`src/pll_clock_pkg.sv`:
```
package pll_clock_pkg;

    // =========================================================
    // Register map: offsets are word indices, byte address = 4 * index
    localparam logic [7:0] IDX_CFG = 8'h5e;
    localparam logic [7:0] IDX_CTL = 8'h5f;
    localparam int ADR_W = 10;

    // =========================================================
    // Configuration register fields
    localparam int PUMP_HI = 7;
    localparam int PUMP_LO = 6;
    localparam int SENS_HI = 3;
    localparam int SENS_LO = 2;
    localparam int SRC_HI = 1;
    localparam int SRC_LO = 0;
    localparam logic [7:0] CFG_RESET = 8'h00;

    // =========================================================
    // Enable and event register fields
    localparam int LOCK_STATE_BIT = 5;
    localparam int LOCK_FLAG_BIT = 4;
    localparam int UNLOCK_FLAG_BIT = 3;
    localparam int LOCK_IE_BIT = 2;
    localparam int UNLOCK_IE_BIT = 1;
    localparam int ENABLE_BIT = 0;
    localparam logic [7:0] CTL_RESET = 8'h00;

    // =========================================================
    // Encodings
    localparam logic [1:0] PUMP_100UA = 2'h0;
    localparam logic [1:0] PUMP_500UA = 2'h1;
    localparam logic [1:0] PUMP_1MA0 = 2'h2;
    localparam logic [1:0] PUMP_1MA5 = 2'h3;

    typedef enum logic [1:0] {
        SRC_XTAL = 2'b00,
        SRC_PLL = 2'b01,
        SRC_RTC = 2'b10,
        SRC_KEEP = 2'b11
    } clock_source_t;

    // =========================================================
    // Lock criteria: window bit [3] picks 20 ns or 400 ns, bit [2] the cycle count
    localparam int WINDOW_SHORT_NS = 20;
    localparam int WINDOW_LONG_NS = 400;
    localparam logic [4:0] LOCK_CYCLES_SHORT = 5'h08;
    localparam logic [4:0] LOCK_CYCLES_LONG = 5'h10;
endpackage

```
`src/pll_clock_source_control.sv`:
```
// The Wishbone register port is this design's own decision.
`timescale 1ns/100ps
// Functional notes
// - Drive pump current select from config bits [7:6] to the analog pump.
// - Config bits [3:2] pick lock window (20/400 ns) and count (8/16).
// - Config bits [1:0] choose crystal, PLL or real-time-clock oscillator.
// - Writing 11 to the source field keeps the previous source.
// - Pump and sensitivity fields are writable only while PLL is disabled.
// - Switching to PLL is refused while PLL is disabled or unlocked.
// - Clearing the PLL enable is ignored while PLL is the source.
// - Lock is synchronized and readable as status bit 5.
// - Rising lock sets bit 4 flag, held until the register is read or a one is written to bit 4.
// - Falling lock sets bit 3 flag, held until the register is read or a one is written to bit 3.
// - Lock interrupt only when bit 2 enable is set.
// - Unlock interrupt only when bit 1 enable is set.
// - Bit 0 enables the PLL; both registers reset to zero.
// - Lock and unlock events feed the interrupt output.
// - Lock declared after enough consecutive reference cycles within the window.
// - After reset PLL is off and the crystal clocks the system.
// - PLL source is allowed only once lock is reached, for clean switching.
module pll_clock_source_control (
    input wire logic clk_i,
    input wire logic rst_i,
    input wire logic cyc_i,
    input wire logic stb_i,
    input wire logic we_i,
    input wire logic [pll_clock_pkg::ADR_W-1:0] adr_i,
    input wire logic [3:0] sel_i,
    input wire logic [31:0] dat_i,
    output logic [31:0] dat_o,
    output logic ack_o,
    input wire logic ref_clk_i,
    input wire logic phase_ok_i,
    output logic [1:0] pump_current_select_o,
    output logic lock_window_long_o,
    output logic pll_enable_o,
    output logic [1:0] system_clock_source_select_o,
    output logic irq_o
);

    // =========================================================
    // State
    typedef struct packed {
        logic [1:0] pump;
        logic [1:0] sens;
        logic [1:0] src;
        logic en;
        logic lock_ie;
        logic unlock_ie;
        logic lock_flag;
        logic unlock_flag;
        logic ref_s1;
        logic ref_s2;
        logic ref_s3;
        logic ok_s1;
        logic ok_s2;
        logic [4:0] cnt;
        logic locked;
        logic ack;
        logic [7:0] rdata;
    } state_t;

    state_t s_q;
    state_t s_d;

    logic [7:0] idx;
    logic hit_cfg;
    logic hit_ctl;
    logic req;
    logic wr_take;
    logic rd_take;
    logic ref_edge;
    logic [4:0] target;
    logic lock_rise;
    logic lock_fall;
    logic [7:0] cfg_view;
    logic [7:0] ctl_view;
    logic [1:0] wsrc;

    assign idx = adr_i[pll_clock_pkg::ADR_W-1:2];
    assign hit_cfg = (idx == pll_clock_pkg::IDX_CFG);
    assign hit_ctl = (idx == pll_clock_pkg::IDX_CTL);
    assign req = cyc_i && stb_i;
    // Writes land on the edge where the master sees ack
    assign wr_take = req && s_q.ack && we_i && sel_i[0];
    assign rd_take = req && s_q.ack && !we_i;
    assign wsrc = dat_i[pll_clock_pkg::SRC_HI:pll_clock_pkg::SRC_LO];

    // Reference clock is far below clk_i, so a synchronized edge is enough
    assign ref_edge = s_q.ref_s2 && !s_q.ref_s3;
    assign target = s_q.sens[0] ? pll_clock_pkg::LOCK_CYCLES_LONG
                                : pll_clock_pkg::LOCK_CYCLES_SHORT;

    // =========================================================
    // Register views; reserved bits stay zero
    always_comb begin
        cfg_view = 8'h00;
        cfg_view[pll_clock_pkg::PUMP_HI:pll_clock_pkg::PUMP_LO] = s_q.pump;
        cfg_view[pll_clock_pkg::SENS_HI:pll_clock_pkg::SENS_LO] = s_q.sens;
        cfg_view[pll_clock_pkg::SRC_HI:pll_clock_pkg::SRC_LO] = s_q.src;
        ctl_view = 8'h00;
        ctl_view[pll_clock_pkg::LOCK_STATE_BIT] = s_q.locked;
        ctl_view[pll_clock_pkg::LOCK_FLAG_BIT] = s_q.lock_flag;
        ctl_view[pll_clock_pkg::UNLOCK_FLAG_BIT] = s_q.unlock_flag;
        ctl_view[pll_clock_pkg::LOCK_IE_BIT] = s_q.lock_ie;
        ctl_view[pll_clock_pkg::UNLOCK_IE_BIT] = s_q.unlock_ie;
        ctl_view[pll_clock_pkg::ENABLE_BIT] = s_q.en;
    end

    // =========================================================
    // Next state
    always_comb begin
        s_d = s_q;
        lock_rise = 1'b0;
        lock_fall = 1'b0;

        // Bus slave: ack one cycle after the request, dropped the next
        s_d.ack = req && !s_q.ack;
        if (req && !s_q.ack) begin
            if (hit_cfg) begin
                s_d.rdata = cfg_view;
            end else if (hit_ctl) begin
                s_d.rdata = ctl_view;
            end else begin
                s_d.rdata = 8'h00;
            end
        end

        // Synchronizers
        s_d.ref_s1 = ref_clk_i;
        s_d.ref_s2 = s_q.ref_s1;
        s_d.ref_s3 = s_q.ref_s2;
        s_d.ok_s1 = phase_ok_i;
        s_d.ok_s2 = s_q.ok_s1;

        // Lock detector: consecutive in-window reference cycles
        if (!s_q.en) begin
            s_d.cnt = 5'h00;
        end else if (ref_edge) begin
            if (!s_q.ok_s2) begin
                s_d.cnt = 5'h00;
            end else if (s_q.cnt < target) begin
                s_d.cnt = s_q.cnt + 5'h01;
            end
        end
        s_d.locked = s_q.en && (s_d.cnt >= target);
        lock_rise = s_d.locked && !s_q.locked;
        lock_fall = !s_d.locked && s_q.locked;

        // Read clears only flags the master actually saw set
        if (rd_take && hit_ctl) begin
            if (s_q.rdata[pll_clock_pkg::LOCK_FLAG_BIT]) begin
                s_d.lock_flag = 1'b0;
            end
            if (s_q.rdata[pll_clock_pkg::UNLOCK_FLAG_BIT]) begin
                s_d.unlock_flag = 1'b0;
            end
        end

        if (wr_take && hit_cfg) begin
            if (!s_q.en) begin
                s_d.pump = dat_i[pll_clock_pkg::PUMP_HI:pll_clock_pkg::PUMP_LO];
                s_d.sens = dat_i[pll_clock_pkg::SENS_HI:pll_clock_pkg::SENS_LO];
            end
            if (wsrc == pll_clock_pkg::SRC_XTAL || wsrc == pll_clock_pkg::SRC_RTC) begin
                s_d.src = wsrc;
            end else if (wsrc == pll_clock_pkg::SRC_PLL && s_q.en && s_q.locked) begin
                s_d.src = wsrc;
            end
            // SRC_KEEP falls through and leaves the source alone
        end

        if (wr_take && hit_ctl) begin
            s_d.lock_ie = dat_i[pll_clock_pkg::LOCK_IE_BIT];
            s_d.unlock_ie = dat_i[pll_clock_pkg::UNLOCK_IE_BIT];
            // Writing one also clears an event flag
            if (dat_i[pll_clock_pkg::LOCK_FLAG_BIT]) begin
                s_d.lock_flag = 1'b0;
            end
            if (dat_i[pll_clock_pkg::UNLOCK_FLAG_BIT]) begin
                s_d.unlock_flag = 1'b0;
            end
            if (dat_i[pll_clock_pkg::ENABLE_BIT] || s_q.src != pll_clock_pkg::SRC_PLL) begin
                s_d.en = dat_i[pll_clock_pkg::ENABLE_BIT];
            end
        end

        // Set beats clear
        if (lock_rise) begin
            s_d.lock_flag = 1'b1;
        end
        if (lock_fall) begin
            s_d.unlock_flag = 1'b1;
        end
    end

    always_ff @(posedge clk_i) begin
        if (rst_i) begin
            s_q <= '0;
        end else begin
            s_q <= s_d;
        end
    end

    // =========================================================
    // Outputs
    assign ack_o = s_q.ack;
    assign dat_o = {24'h00_0000, s_q.rdata};
    assign pump_current_select_o = s_q.pump;
    assign lock_window_long_o = s_q.sens[1];
    assign pll_enable_o = s_q.en;
    assign system_clock_source_select_o = s_q.src;
    // Level interrupt, falls as soon as the flags are cleared
    assign irq_o = (s_q.lock_flag && s_q.lock_ie)
                || (s_q.unlock_flag && s_q.unlock_ie);
endmodule

```
`config.mk`:
```
export PLATFORM = sky130hd
export DESIGN_NAME = pll_clock_source_control
export DESIGN_NICKNAME = d
export VERILOG_FILES = /design/src/pll_clock_pkg.sv /design/src/pll_clock_source_control.sv
export SDC_FILE = /design/constraint.sdc
export NUM_CORES = 1
export LEC_CHECK = 0
export BUFFER_PORTS_ARGS = -buffer_cell sky130_fd_sc_hd__clkbuf_2
export CAP_MARGIN = 0
export CORE_AREA = 2 2 72 74
export CTS_CLUSTER_DIAMETER = 30
export DETAILED_ROUTE_END_ITERATION = 7
export DIE_AREA = 0 0 74 76
export PLACE_DENSITY = 0.66
export SLEW_MARGIN = 30
export SYNTH_ARGS = -nofsm -noshare
export SYNTH_HDL_FRONTEND = slang
export SYNTH_SLANG_ARGS = --single-unit
```
`constraint.sdc`:
```
create_clock -name clk_i -period 5.75 [get_ports clk_i]
set_input_delay 1.15 -clock clk_i [delete_from_list [all_inputs] [get_ports clk_i]]
set_output_delay 1.15 -clock clk_i [all_outputs]
set_load 0.1 [all_outputs]
```
# Yosys cells after proc, flatten, opt, wreduce, memory -nomap -nowiden

Index checks and enable logic that the tools add are counted.

Multiplexer cells: 17
Divide/modulo/power cells: 0
Bitwise operators: 1
$mul: 0
$lt $le $gt $ge: 2
Shifts and indexed selects: 0
Reduce and logical (&&, ||, !) cells: 30
Add/sub/neg operators: 1
Equal/unequal tests: 5

Operator list:

| kind                | number |
|---|---|
| $mux 5              | 5 |
| $logic_and 1x1->1   | 17 |
| $eq 8x7->1 const B  | 2 |
| $mux 2              | 4 |
| $mux 8              | 1 |
| $mux 1              | 6 |
| $mux 6              | 1 |
| $reduce_and 2->1    | 3 |
| $add 5x1->5 const B | 1 |
| $ge 5x5->1          | 1 |
| $logic_not 1->1     | 5 |
| $lt 5x5->1          | 1 |
| $logic_or 1x1->1    | 3 |
| $eq 2x1->1 const B  | 1 |
| $eq 2x2->1 const B  | 1 |
| $logic_not 2->1     | 1 |
| $ne 2x1->1 const B  | 1 |
| $reduce_bool 2->1   | 1 |
| $not 1->1           | 1 |

Register bits: 31
Memories: 0
RAM bits: 0
Logic and storage cells: 73
Latch bits: 0
Memory bits (read-only): 0
Input bits: 53

# Logic depth before layout (Yosys ltp)

Depth in word-level cells: 11
Depth in mapped cells: 12

# Least setup slack after synthesis

No wires, ideal clock.

Path type: flip-flop to flip-flop
Start point: register s_q, in the netlist cfg_view[2]
End point: register s_q, in the netlist ctl_view[3]
Stages on the path, launching flop included: 13
Arrival: 2.648 ns
Buffers on the path: 0
Setup time: 0.106 ns
Data required time: 5.644 ns
Slack: 2.996 ns
Cells stage by stage: dfxtp_1 inv_1 ha_1 nor3b_4 nand2_2 or3_1 xor2_1 nor2_1 ha_1 a21o_1 or3_1 a41o_1 o311ai_0

RTL lines:

| item                   | line                            | source |
|---|---|---|
| from (decl)            | pll_clock_source_control.sv:63  | `state_t s_q;` |
| from (signal assigned) | pll_clock_source_control.sv:199 | `s_q <= '0;` |
| from (signal assigned) | pll_clock_source_control.sv:201 | `s_q <= s_d;` |

==> load_flow_metrics.sql <==
INSERT INTO impl_metrics (metric_group, metric, value, unit) VALUES
('status', 'outcome', 'complete, no violations', ''),
('critical_path', 'cp_max_fo', '5', ''),
('critical_path', 'critPathMaxStageDelay', '0.41', 'ns'),
('timing', 'timing.slew.headroom', '55.6', '%'),
('placement', 'dpl.hpwl', '2.56', 'mm'),
('cells_and_area', 'mostFrequentLayoutCell', 'clkbuf_2', ''),
('route', 'route.met3.wl', '269', 'um'),
('critical_path', 'worstSetupStartpointType', 'flip-flop', ''),
('cts', 'cts_tree', 'built', ''),
('timing', 'finalWorstSetupSlack', '2.66', 'ns'),
('cells_and_area', 'insertedDiodeCount', '0', ''),
('timing', 'setup_viol_count_final', '0', ''),
('route', 'routed-via-count', '1348', ''),
('critical_path', 'critPathArrivalTime', '3.26', 'ns'),
('cts', 'clock_sinks', '31', ''),
('power_and_ir_drop', 'irDropWorstVdd', '0.000126', 'V'),
('floorplan', 'start_util', '34.8', '%'),
('timing', 'unrepaired_setup_endpoints_after_global_routing', 'no', ''),
('power_and_ir_drop', 'power_switching', '0.175', 'mW'),
('power_and_ir_drop', 'fin_total_pwr', '0.490', 'mW'),
('run', 'cap_violations', '0', ''),
('cells_and_area', 'filler_cell_count', '519', ''),
('floorplan', 'die_area', '5620', 'um2'),
('synth', 'synth_warnings', '0', ''),
('critical_path', 'r2r_setup_slack', '2.66', 'ns'),
('route', 'routed.top_layer', 'met4', ''),
('timing', 'slew_viol_final', '0', ''),
('power_and_ir_drop', 'power_report.internal_total', '0.315', 'mW'),
('timing', 'worst_margin_slew', '0.666', 'ns'),
('timing', 'timing_limited_maximum_frequency', '0.324', 'GHz'),
('synth', 'post_synth.cell_area_avg', '8.56', 'um2'),
('power_and_ir_drop', 'share_comb_of_total_power', '21.9', '%'),
('route', 'total_wirelength_of_the_detailed_routed_design', '3.45', 'mm'),
('global_routing', 'grt_max_degree', '35', ''),
('timing', 'fin_setup_tns', '0', 'ns'),
('power_and_ir_drop', 'clock_power_share', '33.1', '%'),
('synth', 'ys_ff_latch', '31', ''),
('critical_path', 'critical_path_buf_inv_count', '1', ''),
('global_routing', 'grt_overflow_total', '0', ''),
('cells_and_area', 'flow.area_growth_from_synthesis', '9.36', '%'),
('floorplan', 'core_rows', '26', ''),
('power_and_ir_drop', 'power.share.sequential', '44.9', '%'),
('critical_path', 'critical_path.reg2reg.startpoint', 'cfg_view[2]$_SDFFE_PP0P_', ''),
('cts', 'clk_transition_reported_paths', '0.06', 'ns'),
('cts', 'cts.root.buffer_cell', 'clkbuf_8', ''),
('global_routing', 'wire_length_of_the_first_global_routing_pass', '5.58', 'mm'),
('synth', 'ys_seq_area_share', '36.3', '%'),
('route', 'wl_met1', '1.58', 'mm'),
('timing', 'layout_worst_path_cycle_share', '53.7', '%'),
('cts', 'clkLatencyLatePin', '0.28', 'ns'),
('timing', 'finalWorstPathRequiredPeriod', '3.09', 'ns'),
('global_routing', 'grt_usage', '12.8', '%'),
('critical_path', 'critical_path_sink_type', 'flip-flop', ''),
('placement', 'port_buffers', '38', ''),
('critical_path', 'endpoint_required_time_on_the_critical_path', '5.92', 'ns'),
('worst_hold_path', 'hold_path_class', 'reg2reg', ''),
('power_and_ir_drop', 'cellLeakagePower', '0.775', 'nW'),
('global_routing', 'grt_pass1_vias', '1280', ''),
('critical_path', 'timing.critical_path.max_delay_family', 'simple AND/OR/NAND/NOR gates', ''),
('cts', 'numCtsBuffers', '5', ''),
('critical_path', 'crit_slowest_cell', 'dfxtp_1', ''),
('synth', 'synth_area', '1710', 'um2'),
('route', 'post-route-drc-count', '0', ''),
('route', 'drt_iter0_drc', '68', ''),
('critical_path', 'critPathCapture', 'ctl_view[3]$_SDFF_PP0_', ''),
('floorplan', 'top_level_ports', '93', ''),
('route', 'drtPass1Iterations', '4', ''),
('cts', 'cts-hold-fix-buffers', '0', ''),
('critical_path', 'timing.critical_path.cells', 'inv_1, ha_1, nor3b_4, nand2_2, or3_1, xor2_1, nor2_1, ha_1, a21o_1, or3_1, a41o_1, o311ai_0', ''),
('synth', 'post_synth_inst_count', '200', ''),
('cts', 'post_cts_resize_count', '0', '');
-- synth_stat cells, drive strengths merged (3+ instances only) --
cell	number	area (um2)
ha	4	50.1
buf	37	275
clkbuf	6	22.5
o21ai	5	28.8
a221oi	4	35.0
inv	7	26.3
nor2b	7	43.8
nor3b	3	33.8
mux2i	5	50.1
nand2	14	55.1
or3	3	23.8
nand3	13	65.1
nor2	15	56.3
dfxtp	31	621
a21oi	7	35.0
nor3	12	71.3
-- power groups by stage --
stage	registers (mW)	logic, mW	clock network, mW
5_1_grt	0.220	0.112	0.178
3_3_place_gp	0.225	0.107	0
3_5_place_dp	0.225	0.107	0
6_report	0.220	0.107	0.162
4_1_cts	0.220	0.107	0.168
2_1_floorplan	0.226	0.107	0
-- state kept, by name, indices dropped and copies added, names as in the netlist --
name	cells
s_d	3
dat_o	8
s_q	7
pump_current_select_o	2
lock_window_long_o	1
ack_o	1
pll_enable_o	1
cfg_view	1
system_clock_source_select_o	2
ctl_view	5
-- routing by layer --
metal  global-route usage, %  vias to the layer above
met2                    19.4                       55
met3                    4.50                        4
li1                        -                      695
met1                    15.7                      594
met5                       0                        -
met4                    6.73                        0
-- through the flow --
stage | hold WS (ns) | instances | instance area [um2]
2_1_floorplan | 0.414 | 223 | 1800
5_1_grt | 0.448 | 297 | 1870
6_report | 0.437 | 297 | 1870
4_1_cts | 0.441 | 297 | 1870
3_5_place_dp | 0.426 | 289 | 1790
3_3_place_gp | 0.422 | 289 | 1790
-- cell families after synthesis --
logic type      synth area share [%]
fa+ha+maj                       2.92
buf+inv                         18.9
compound gates                  12.4
flops                           36.3
simple gates                    24.8
mux                             2.92
xor+xnor                        1.54
other cells                    0.219
-- layout make-up --
| cell class | instances | area (um2) | share of cell area [%] |
|---|---|---|---|
| sequential | 31 | 621 | 33.2 |
| inverter | 7 | 26.3 | 1.40 |
| clock buffer | 7 | 76.3 | 4.08 |
| clock inverter | 1 | 5.00 | 0.267 |
| multi-input combinational | 142 | 858 | 45.9 |
| timing repair buffer | 39 | 198 | 10.6 |
| tap | 70 | 87.6 | 4.68 |
-- worst min path at each step --
stage / depth (start not counted) / slack, ns / startpoint / end
after floorplan: 1 / 0.41 / s_d[18]$_SDFF_PP0_ / s_d[17]$_SDFF_PP0_
after global placement: 1 / 0.42 / s_d[15]$_SDFF_PP0_ / s_q[15]$_SDFF_PP0_
after detailed placement: 1 / 0.43 / s_d[15]$_SDFF_PP0_ / s_q[15]$_SDFF_PP0_
after CTS: 1 / 0.44 / s_d[15]$_SDFF_PP0_ / s_q[15]$_SDFF_PP0_
after global routing: 1 / 0.45 / s_d[18]$_SDFF_PP0_ / s_d[17]$_SDFF_PP0_
final: 1 / 0.44 / s_d[15]$_SDFF_PP0_ / s_q[15]$_SDFF_PP0_
Power figures use the tool's default switching activity.
